`config.mk`:
```
export PLATFORM = sky130hd
export DESIGN_NAME = psr_top
export DESIGN_NICKNAME = d
export VERILOG_FILES = /design/src/common/psr_pkg.sv /design/src/common/psr_wr_if.sv /design/src/verilog/psr_fault_store.sv /design/src/verilog/psr_state_reg.sv /design/src/verilog/psr_top.sv
export SDC_FILE = /design/constraint.sdc
export NUM_CORES = 1
export LEC_CHECK = 0
export ABC_AREA = 1
export BUFFER_PORTS_ARGS = -buffer_cell sky130_fd_sc_hd__buf_4
export CAP_MARGIN = 0
export CELL_PAD_IN_SITES_DETAIL_PLACEMENT = 1
export CELL_PAD_IN_SITES_GLOBAL_PLACEMENT = 1
export CORE_UTILIZATION = 31
export DETAILED_ROUTE_END_ITERATION = 10
export PLACE_DENSITY_LB_ADDON = 0.05
export REMOVE_ABC_BUFFERS = 1
export SLEW_MARGIN = 20
export SYNTH_ARGS = -nofsm -noshare
export SYNTH_HDL_FRONTEND = slang
export SYNTH_SLANG_ARGS = --single-unit
```
`constraint.sdc`:
```
create_clock -name CLOCK -period 2.43 [get_ports CLOCK]
set_input_delay 0.1215 -clock CLOCK [delete_from_list [all_inputs] [get_ports CLOCK]]
set_output_delay 0.1215 -clock CLOCK [all_outputs]
set_load 0.05 [all_outputs]
```
`src/common/psr_pkg.sv`:
```
// package for the processor state and fault register block
// assumes big-endian bit numbering of the core: bit 0 is the msb of a 32-bit word
package psr_pkg;
  localparam int unsigned XLEN = 32;
  // special register numbers as seen by move-to/move-from
  localparam logic [9:0] SPR_FAULT_CAUSE = 10'h012;
  localparam logic [9:0] SPR_FAULT_ADDR  = 10'h013;
  // state register field positions, given as lsb-0 indices of bit n = 31 - n
  localparam int unsigned POS_EXC_ORDER  = 16; // bit 15
  localparam int unsigned POS_EXT_IRQ    = 15; // bit 16
  localparam int unsigned POS_USER_ONLY  = 14; // bit 17
  localparam int unsigned POS_FLOAT_AV   = 13; // bit 18
  localparam int unsigned POS_MCHK       = 12; // bit 19
  localparam int unsigned POS_FEX_A      = 11; // bit 20
  localparam int unsigned POS_STEP       = 10; // bit 21
  localparam int unsigned POS_BRANCH     = 9;  // bit 22
  localparam int unsigned POS_FEX_B      = 8;  // bit 23
  localparam int unsigned POS_VEC_HIGH   = 6;  // bit 25
  localparam int unsigned POS_RECOVER    = 1;  // bit 30
  localparam int unsigned POS_ORDER      = 0;  // bit 31
  // writable bits of the state register; everything else is reserved
  localparam logic [31:0] STATE_MASK     = 32'h0001_ff43;
  localparam logic [31:0] STATE_RESET    = 32'h0000_0000;
  localparam logic [31:0] VEC_BASE_LOW   = 32'h0000_0000;
  localparam logic [31:0] VEC_BASE_HIGH  = 32'hfff0_0000;
  localparam logic [1:0]  FEX_IGNORE     = 2'h0;
  // exception kinds reported by the core
  typedef enum logic [2:0] {
    EXC_NONE, EXC_EXT, EXC_DEC, EXC_MCHK, EXC_DATA, EXC_ALIGN, EXC_TRACE, EXC_OTHER
  } psr_exc_type;
endpackage

```
`src/common/psr_wr_if.sv`:
```
// interface carrying one register write from the top to a storage module
// assumes a single clock; the top drives, the storage module listens
`timescale 1ns/1ps
interface psr_wr_if;
  logic        en;
  logic [31:0] data;
  logic        cap;
  logic [31:0] cap_data;
  modport src (output en, output data, output cap, output cap_data);
  modport dst (input en, input data, input cap, input cap_data);
endinterface

```
`src/verilog/psr_fault_store.sv`:
```
// fault word store: holds a cause or address word with no reset
// assumes capture and software write never matter together; capture wins
`timescale 1ns/1ps
module psr_fault_store (
  // clock
  input  wire logic        clk,
  // update request
  psr_wr_if.dst            wr,
  // stored word
  output logic [31:0]      q
);
  // contents survive reset on purpose, so a handler can inspect them afterwards
  always_ff @(posedge clk) begin
    if (wr.cap) begin
      q <= wr.cap_data;
    end else if (wr.en) begin
      q <= wr.data;
    end
  end
endmodule

```
`src/verilog/psr_state_reg.sv`:
```
// processor state register storage with exception entry and return
// assumes the top has already applied privilege checks on writes
`timescale 1ns/1ps
module psr_state_reg (
  // clock and synchronised reset
  input  wire logic        clk,
  input  wire logic        rst_n,
  // reset configuration word bit for the vector base
  input  wire logic        cfg_vec_high,
  // software write and exception entry
  psr_wr_if.dst            wr,
  // current value
  output logic [31:0]      q
);
  import psr_pkg::*;
  logic        cfg_seen_reg;
  logic        mchk_reg;
  logic [31:0] main_reg;
  logic [31:0] q_next;

  // machine check enable lives in its own flop so each flop has one process
  assign q = {main_reg[31:POS_MCHK+1], mchk_reg, main_reg[POS_MCHK-1:0]};

  // exception entry copies the exception byte order, software write is masked
  always_comb begin
    q_next = q;
    if (wr.cap) begin
      q_next = wr.cap_data & STATE_MASK;
      q_next[POS_ORDER] = q[POS_EXC_ORDER];
    end else if (wr.en) begin
      q_next = wr.data & STATE_MASK;
    end
  end

  // machine check enable survives reset; vector base is taken after release
  always_ff @(posedge clk or negedge rst_n) begin
    if (!rst_n) begin
      cfg_seen_reg <= 1'b0;
    end else begin
      cfg_seen_reg <= 1'b1;
    end
  end

  // the strap is read one clock after release, since async reset takes only constants
  always_ff @(posedge clk or negedge rst_n) begin
    if (!rst_n) begin
      main_reg <= STATE_RESET;
    end else if (!cfg_seen_reg) begin
      main_reg[POS_VEC_HIGH] <= cfg_vec_high;
    end else begin
      main_reg <= q_next;
    end
  end

  // machine check enable has no reset term: it keeps its value through reset
  always_ff @(posedge clk) begin
    if (cfg_seen_reg) begin
      mchk_reg <= q_next[POS_MCHK];
    end
  end
endmodule

```
`src/verilog/psr_top.sv`:
```
// processor state and fault registers of the core's exception unit
// assumes the sequencer, execution units and fetch are outside; all inputs
// except NRST, which is synchronised here, are synchronous to CLOCK
// Function
// - exception copies exception byte order to normal
// - interrupt enable zero holds external and decrementer
// - user-only level permits only user instructions
// - float unavailable blocks float dispatch, not registers
// - machine checks taken only when enabled
// - step trace raises trace after clean instruction
// - step trace forces strict in-order dispatch
// - branch trace raises trace per completed branch
// - vector base bit selects table address
// - reset clears state, keeps mcheck, loads vector
// - recoverable state bit for machine checks
// - normal byte order bit selects endianness
// - float exception mode pair, zero ignores
// - data fault cause register records exception cause
// - alignment fault loads effective address
// - exception saves state then enters handler state
// - reserved bits ignore writes, read zero
`timescale 1ns/1ps
module psr_top (
  // clock and reset
  input  wire logic                CLOCK,
  input  wire logic                NRST,
  // reset configuration word bit for the vector base
  input  wire logic                CFG_VEC_HIGH,
  // special register access from the core
  input  wire logic                SPR_WR,
  input  wire logic                SPR_RD,
  input  wire logic [9:0]          SPR_NUM,
  input  wire logic [31:0]         SPR_WDATA,
  input  wire logic                STATE_WR,
  input  wire logic                STATE_RD,
  input  wire logic                RFI,
  input  wire logic [31:0]         RFI_STATE,
  output logic [31:0]              RDATA,
  output logic                     PRIV_FAULT,
  // exception entry from the sequencer
  input  wire logic                EXC_TAKE,
  input  wire psr_pkg::psr_exc_type EXC_KIND,
  input  wire logic [31:0]         EXC_CAUSE,
  input  wire logic [31:0]         EXC_ADDR,
  // pending conditions and instruction status
  input  wire logic                EXT_REQ,
  input  wire logic                DEC_REQ,
  input  wire logic                MCHK_REQ,
  input  wire logic                INSN_DONE,
  input  wire logic                INSN_EXC,
  input  wire logic                INSN_BRANCH,
  input  wire logic                INSN_FLOAT,
  input  wire logic                INSN_SUPER,
  input  wire logic                FLOAT_EXC,
  // steering outputs
  output logic [31:0]              STATE,
  output logic [31:0]              SAVED_STATE,
  output logic [31:0]              VECTOR_BASE,
  output logic                     LITTLE_ENDIAN,
  output logic                     EXT_TAKE_OK,
  output logic                     MCHK_TAKE_OK,
  output logic                     MCHK_STOP,
  output logic                     FLOAT_BLOCK,
  output logic                     SUPER_BLOCK,
  output logic                     IN_ORDER,
  output logic                     TRACE_REQ,
  output logic                     FLOAT_ASSIST,
  output logic                     RECOVERABLE
);
  import psr_pkg::*;

  ////////////////////////////////////////////////////////////////////////////
  // reset release through two flip-flops
  logic rst_meta_reg;
  logic rst_n_reg;

  always_ff @(posedge CLOCK or negedge NRST) begin
    if (!NRST) begin
      rst_meta_reg <= 1'b0;
      rst_n_reg    <= 1'b0;
    end else begin
      rst_meta_reg <= 1'b1;
      rst_n_reg    <= rst_meta_reg;
    end
  end

  ////////////////////////////////////////////////////////////////////////////
  // decoding and storage
  psr_wr_if    state_if ();
  psr_wr_if    cause_if ();
  psr_wr_if    addr_if ();
  logic [31:0] state_q;
  logic [31:0] cause_q;
  logic [31:0] addr_q;
  logic        user_only;
  logic        user_bad_write;
  logic        state_wr_ok;
  logic        handler_entry;

  // true when a move names the given special register
  function automatic logic spr_hit(input logic [9:0] num, input logic [9:0] want);
    spr_hit = (num == want);
  endfunction

  assign user_only      = state_q[POS_USER_ONLY];
  // all of these registers are supervisor-only; a user-level access is refused
  assign user_bad_write = user_only & (SPR_WR | STATE_WR | SPR_RD | STATE_RD | RFI);
  assign state_wr_ok    = ~user_only & (STATE_WR | RFI);
  assign handler_entry  = EXC_TAKE;

  // exception entry wins over software; the handler state keeps only the
  // bits that survive entry: machine check enable, vector base, exception order
  assign state_if.cap      = handler_entry;
  assign state_if.cap_data = state_q & ((32'h1 << POS_MCHK) | (32'h1 << POS_VEC_HIGH)
                             | (32'h1 << POS_EXC_ORDER));
  assign state_if.en       = state_wr_ok;
  assign state_if.data     = RFI ? RFI_STATE : SPR_WDATA;

  // cause word captured on data access and alignment faults
  assign cause_if.cap      = EXC_TAKE & ((EXC_KIND == EXC_DATA) | (EXC_KIND == EXC_ALIGN));
  assign cause_if.cap_data = EXC_CAUSE;
  assign cause_if.en       = ~user_only & SPR_WR & spr_hit(SPR_NUM, SPR_FAULT_CAUSE);
  assign cause_if.data     = SPR_WDATA;

  // faulting effective address captured on the same faults
  assign addr_if.cap       = EXC_TAKE & ((EXC_KIND == EXC_ALIGN) | (EXC_KIND == EXC_DATA));
  assign addr_if.cap_data  = EXC_ADDR;
  assign addr_if.en        = ~user_only & SPR_WR & spr_hit(SPR_NUM, SPR_FAULT_ADDR);
  assign addr_if.data      = SPR_WDATA;

  psr_state_reg u_state (
    .clk          (CLOCK),
    .rst_n        (rst_n_reg),
    .cfg_vec_high (CFG_VEC_HIGH),
    .wr           (state_if),
    .q            (state_q)
  );

  // no reset on the fault words: they hold across reset
  psr_fault_store u_cause (
    .clk (CLOCK),
    .wr  (cause_if),
    .q   (cause_q)
  );

  psr_fault_store u_addr (
    .clk (CLOCK),
    .wr  (addr_if),
    .q   (addr_q)
  );

  ////////////////////////////////////////////////////////////////////////////
  // saved state capture on exception entry
  always_ff @(posedge CLOCK or negedge rst_n_reg) begin
    if (!rst_n_reg) begin
      SAVED_STATE <= STATE_RESET;
    end else if (handler_entry) begin
      SAVED_STATE <= state_q;
    end
  end

  ////////////////////////////////////////////////////////////////////////////
  // read port: one cycle after the request; unmapped numbers read zero
  always_ff @(posedge CLOCK or negedge rst_n_reg) begin
    if (!rst_n_reg) begin
      RDATA <= 32'h0;
    end else if (user_only) begin
      RDATA <= 32'h0;
    end else if (STATE_RD) begin
      RDATA <= state_q & STATE_MASK;
    end else if (SPR_RD & spr_hit(SPR_NUM, SPR_FAULT_CAUSE)) begin
      RDATA <= cause_q;
    end else if (SPR_RD & spr_hit(SPR_NUM, SPR_FAULT_ADDR)) begin
      RDATA <= addr_q;
    end else begin
      RDATA <= 32'h0;
    end
  end

  // refused supervisor access is reported one cycle later
  always_ff @(posedge CLOCK or negedge rst_n_reg) begin
    if (!rst_n_reg) begin
      PRIV_FAULT <= 1'b0;
    end else begin
      PRIV_FAULT <= user_bad_write | (user_only & INSN_SUPER);
    end
  end

  ////////////////////////////////////////////////////////////////////////////
  // steering from the current state, all registered
  always_ff @(posedge CLOCK or negedge rst_n_reg) begin
    if (!rst_n_reg) begin
      STATE         <= STATE_RESET;
      VECTOR_BASE   <= VEC_BASE_LOW;
      LITTLE_ENDIAN <= 1'b0;
      EXT_TAKE_OK   <= 1'b0;
      MCHK_TAKE_OK  <= 1'b0;
      MCHK_STOP     <= 1'b0;
      FLOAT_BLOCK   <= 1'b0;
      SUPER_BLOCK   <= 1'b0;
      IN_ORDER      <= 1'b0;
      FLOAT_ASSIST  <= 1'b0;
      RECOVERABLE   <= 1'b0;
    end else begin
      STATE         <= state_q;
      VECTOR_BASE   <= state_q[POS_VEC_HIGH] ? VEC_BASE_HIGH : VEC_BASE_LOW;
      LITTLE_ENDIAN <= state_q[POS_ORDER];
      // the delay is a hold-off only: requests stay pending at the source
      EXT_TAKE_OK   <= state_q[POS_EXT_IRQ] & (EXT_REQ | DEC_REQ);
      MCHK_TAKE_OK  <= state_q[POS_MCHK] & MCHK_REQ;
      // a machine check while disabled has nowhere to go; the core must stop
      MCHK_STOP     <= ~state_q[POS_MCHK] & MCHK_REQ;
      // dispatch block only; register file access stays open for moves
      FLOAT_BLOCK   <= ~state_q[POS_FLOAT_AV] & INSN_FLOAT;
      SUPER_BLOCK   <= state_q[POS_USER_ONLY];
      IN_ORDER      <= state_q[POS_STEP];
      FLOAT_ASSIST  <= FLOAT_EXC & ({state_q[POS_FEX_A], state_q[POS_FEX_B]} != FEX_IGNORE);
      RECOVERABLE   <= state_q[POS_RECOVER];
    end
  end

  // trace request: step after a clean instruction, or branch trace on any completed branch
  always_ff @(posedge CLOCK or negedge rst_n_reg) begin
    if (!rst_n_reg) begin
      TRACE_REQ <= 1'b0;
    end else begin
      TRACE_REQ <= (state_q[POS_STEP] & INSN_DONE & ~INSN_EXC)
                   | (state_q[POS_BRANCH] & INSN_DONE & INSN_BRANCH);
    end
  end
endmodule

```
# --- Yosys cells after proc, flatten, opt, wreduce, memory -nomap -nowiden ---
# Index checks and enable logic that the tools add are counted.
totals:
  ff_bits: 238
  input_bits: 159
  output_inout_bits: 139
  wordCells: 82
classes:
  n_eq_ne: 6
  muxes: 13
  bitwise: 32
  reduce_logical: 7
ops:
  columns: ["cell", "n"]
  rows:
  - ["2-to-1 mux 32 bit", 11]
  - ["== test 10 x 5 -> 1 bit (second input constant)", 2]
  - ["AND 1 bit", 18]
  - ["2-to-1 mux 17 bit", 1]
  - ["bitwise OR 1 bit", 9]
  - ["nonzero test 2 bit", 4]
  - ["== test 3 bit (second input constant)", 2]
  - ["inverter 1 bit", 5]
  - ["inequality test 2 bit (second input constant)", 2]
  - ["AND reduction 2 bit", 2]
  - ["AND reduction 3 bit", 1]
  - ["2-to-1 mux 1 bit", 1]

# --- Depth between registers and ports, before layout ---
depth:
  depth_word: 6
  depth_mapped: 10
  depth_no_buf: 9

# --- Cells and area by module ---
# From an unflattened synthesis, not the netlist that was laid out.
hier_totals:
  hier_cells: 917
  area_unflattened_um2: 8374.3
by_module_without_submodules:
  columns: ["mod", "instances", "cells_per_inst", "area_per_inst_um2", "seq_area_each_um2"]
  rows:
  - ["psr_top", 1, 527, 4739.5, 2627.5]
  - ["psr_fault_store", 2, 137, 1401.3, 960.9]
  - ["psr_state_reg", 1, 116, 832.0, 330.3]

# --- Worst setup path before layout ---
# OpenSTA, ideal clock, no wires.
synth_timing:
  path_type: "input port to flip-flop"
  start: "input SPR_NUM[3]"
  end: "register u_cause.q[0] (enable)"
  setup_time_ns: 0.466
  arrival_ns: 3.080
  required_ns: 1.964
  slack_ns: -1.115
  stages: 6
  n_path_buf: 1
  cell_sequence: "nor2_1 nand2_1 nor2_8 nand2_2 buf_6 o21ai_0"
synth_via:
  elab_chain_cells: 3
synth_rtl:
  columns: ["element", "line", "text"]
  rows:
  - ["start, declared", "psr_top.sv:32", "input wire logic [9:0] SPR_NUM,"]
  - ["== test 10 x 5 -> 1 bit", "psr_top.sv:102", "spr_hit = (num == want);"]
  - ["AND 1 bit", "psr_top.sv:122", "assign cause_if.en = ~user_only & SPR_WR & spr_hit(SPR_NUM, SPR_FAULT_CAUSE);"]
  - ["nonzero test 2 bit (no line)", null, null]
  - ["end signal, assigned", "psr_fault_store.sv:15", "q <= wr.cap_data;"]
  - ["end signal, assigned", "psr_fault_store.sv:17", "q <= wr.data;"]
  - ["end, declared", "psr_fault_store.sv:10", "output logic [31:0] q"]
# Every way passes these cells.
# A chain may end at the register's enable or synchronous reset.

# --- Worst setup path in the final report ---
layout_timing:
  start: "input EXC_TAKE"
  end: "register u_addr.q[5] (data pin)"
layout_via:
  elab_chain_cells: 2
layout_rtl:
  columns: ["element", "line", "text"]
  rows:
  - ["start, declared", "psr_top.sv:41", "input wire logic EXC_TAKE,"]
  - ["AND 1 bit", "psr_top.sv:126", "assign addr_if.cap = EXC_TAKE & ((EXC_KIND == EXC_ALIGN) | (EXC_KIND == EXC_DATA));"]
  - ["2-to-1 mux 32 bit", "psr_fault_store.sv:14", "if (wr.cap) begin"]
  - ["end signal, assigned", "psr_fault_store.sv:15", null]
  - ["end signal, assigned", "psr_fault_store.sv:17", null]
  - ["end, declared", "psr_fault_store.sv:10", null]
# Every way passes these cells.

==> metrics.md <==
| Metric | Value |
|---|---|
| Starting DRT DRC Count | `239` |
| Final Hold Viols | `0` |
| CP Max Fanout | `23` |
| N_diodes | `0` |
| Max-slew headroom | `55.09%` |
| Post-synth EDFFs | `65` |
| Synth Area in Compound Gates | `3.410%` |
| Pwr Density | `720.4 mW/mm^2` |
| Leakage Power | `4.635 nW` |
| Final WL | `19.87 mm` |
| Synth Area in XOR/XNOR | `0%` |
| Yosys cell types | `25` |
| Avg Cell Area, Syn | `9.380 sq um` |
| Simple-gate area share of the yosys netlist | `23.27%` |
| F_max | `0.4661 GHz` |
| Final #Nets | `1116` |
| Post-Route Setup TNS | `0 ps` |
| Worst-Skew Late Latency | `420 ps` |
| CP Class | `input pin to flip-flop` |
| Vias in the first global route | `5615` |
| Biggest regs | `RDATA (32), u_addr.q (32), u_cause.q (32)` |
| Clk sinks | `142` |
| TritonRoute pass-1 iters | `4` |
| Mapped Area | `0.006679 sq mm` |
| Total gr overflow | `0` |
| Clock skew | `9.219 ps` |
| Min Tclk post-route | `2145 ps` |
| Adder-cell area share of the yosys netlist | `0%` |
| Max stage delay on crit path | `550 ps` |
| Drc violations | `0` |
| Via count | `5554` |
| Ys Warns | `0` |
| CTS tree | `done` |
| GP Congestion | `0.7368` |
| Worst-path clk slew | `60 ps` |
| Worst Path Arrival | `2430 ps` |
| CP startpoint kind | `input pin` |
| GRT Total Usage | `18.39%` |
| Worst Hold Class | `input pin to flip-flop` |
| Synth Register Bits | `142` |
| Worst vdd ir | `0.3911 mV` |
| Fin crit share | `88.29%` |
| Initial antenna violation count | `0` |
| Initial core utilization | `31.67%` |
| Run status | `finished clean` |
| Global-route wire length before repair | `30.27 mm` |
| Layout area overhead | `39.60%` |
| Largest family of logic cells by synthesized area | `simple AND/OR/NAND/NOR gates` |
| Critical path endpoint category | `flip-flop` |
| Rows | `53` |
| Die width | `148.8 um` |
| Maximum buffer depth of the clock tree | `2` |
| Clock Tree Root | `clkbuf_16` |
| Detailed placement HPWL | `13.91 mm` |
| Cts bufs inserted | `17` |
| Layout cells sized above 1 | `28.45%` |
| Post-cts sizing count | `0` |
| RSZ-0062 raised after global routing | `no` |
| Vias/cell | `4.461` |
| Max cap viols | `0` |
| Hold slack | `16.05 ps` |
| Top_reg_cell synth | `dfrtp_1` |
| Core area | `0.02109 sq mm` |
| Final core occ | `44.21%` |
| Routed len/inst | `15.96 um` |
| WP data required | `2720 ps` |
| Die Span Y | `148.8 um` |
| Async SR Flop Fraction | `54.23%` |
| Mapped Cells | `712` |
| Crit path cell chain | `dlygate4sd3_1 > buf_4 > inv_1 > nor2_4 > nand2_2 > buf_4 > nand2_1 > nand2_1 > dlygate4sd3_1` |
| Die area | `0.02214 sq mm` |
| Final Max Tran Viols | `0` |
| Final setup fails | `0` |
| H-tree levels | `4` |
| Routed Antenna Nets | `0` |
| # IOs | `298` |
| PortBufs | `216` |
| Slew of the pin with the lowest slew margin | `673.6 ps` |
| Post-synthesis mux area share | `1.199%` |
| CP max stage cell | `dlygate4sd3_1` |
| Sequential-to-total area share from yosys stat | `58.07%` |
| Largest net degree at the start of global routing | `76` |
==> Yosys cell counts, types with 2 or more instances <==
| cell type | n | area (sq um) |
|---|---|---|
| nand2_1 | 170 | 638.1 |
| nand3_1 | 78 | 390.4 |
| buf_4 | 77 | 578.1 |
| dfrtp_1 | 77 | 1927 |
| nor2_1 | 77 | 289.0 |
| edfxtp_1 | 65 | 1952 |
| inv_1 | 49 | 183.9 |
| nand4_1 | 23 | 143.9 |
| clkbuf_1 | 19 | 71.32 |
| a21oi_1 | 16 | 80.08 |
| o21ai_0 | 15 | 75.07 |
| buf_2 | 12 | 60.06 |
| mux2i_1 | 8 | 80.08 |
| o22ai_1 | 8 | 50.05 |
| buf_6 | 3 | 33.78 |
| nor2_2 | 3 | 18.77 |
| conb_1 | 2 | 7.510 |
| nand2_2 | 2 | 12.51 |
| nand3_4 | 2 | 35.03 |
==> placed cells by master, fill, tap and decap left out, types with 2 or more instances in the layout <==
cell type / n
a21oi_1: 16
buf_4: 231
bufinv_16: 2
clkbuf_16: 17
clkinv_1: 2
clkinv_2: 4
clkinv_4: 4
clkinvlp_4: 2
conb_1: 62
dfrtp_1: 76
dlygate4sd3_1: 46
edfxtp_1: 65
inv_1: 49
mux2i_1: 8
nand2_1: 169
nand2_2: 3
nand3_1: 78
nand3_4: 2
nand4_1: 23
nor2_1: 76
nor2_2: 3
o21ai_0: 13
o21ai_4: 2
o22ai_1: 8
==> metal layers <==
layer  GRT usage, %  vias to the layer above  wire length, um
met4          6.786                        0              390
met1          22.45                     2658             8286
li1               -                     2677                -
met3          3.670                       27              971
met2          32.03                      192            10220
met5              0                        -                0
==> worst paths after layout <==
| path | from | slack (ps) | to | depth (start not counted) |
|---|---|---|---|---|
| max | EXC_TAKE | 280 | u_addr.q[5] | 9 |
| min | EXC_CAUSE[19] | 20 | u_cause.q[19] | 3 |
| max reg2reg | u_state.main_reg[14] | 730 | u_addr.q[26] | 4 |
| min reg2reg | rst_n_reg | 340 | SAVED_STATE[8] | 1 |
| max in group asynchronous | NRST | 1730 | rst_n_reg | 3 |
| min in group asynchronous | rst_n_reg | 340 | SAVED_STATE[8] | 1 |
==> cells by family after synthesis <==
| kind of cell | Yosys count |
|---|---|
| and+or+nand+nor | 357 |
| buffers and inverters | 161 |
| DFF | 142 |
| AOI/OAI and AO/OA | 42 |
| muxes | 8 |
| other | 2 |
==> where the power goes <==
| part | switching (mW) | internal [mW] |
|---|---|---|
| combinational | 1.00 | 0.448 |
| sequential | 0.0746 | 2.67 |
| clock | 1.01 | 1.50 |
==> worst max-delay path, delay by kind of cell <==
kind | cells | cell delay [ps]
and+or+nand+nor | 4 | 550
buffers and inverters | 5 | 1750
==> repair_timing <==
item / 4_1_cts / 5_1_grt
setup buffers: 0 / 0
hold buffers: 46 / 0
hold endpoints to repair: 45 / 0
==> cell type report <==
| type | count | area [sq um] |
|---|---|---|
| inverters | 49 | 183.9 |
| multi-input cells | 469 | 2127 |
| fillers | 2465 | 11760 |
| clock buffers | 17 | 425.4 |
| well taps | 275 | 344.1 |
| clock inverters | 15 | 146.4 |
| flip-flops and latches | 142 | 3882 |
| repair buffers | 278 | 2215 |
==> through the flow <==
| step | cells | instance area [sq um] | power [mW] | worst slack, ps |
|---|---|---|---|---|
| 2_1_floorplan | 660 | 6157 | 3.634 | -3076 |
| 3_3_place_gp | 1167 | 8292 | 4.170 | 648.1 |
| 3_5_place_dp | 1167 | 8292 | 4.193 | 614.1 |
| 4_1_cts | 1245 | 9324 | 6.796 | 303.7 |
| 5_1_grt | 1245 | 9324 | 6.991 | 143.5 |
| 6_report | 1245 | 9324 | 6.717 | 284.5 |
Power figures use the tool's default switching activity.
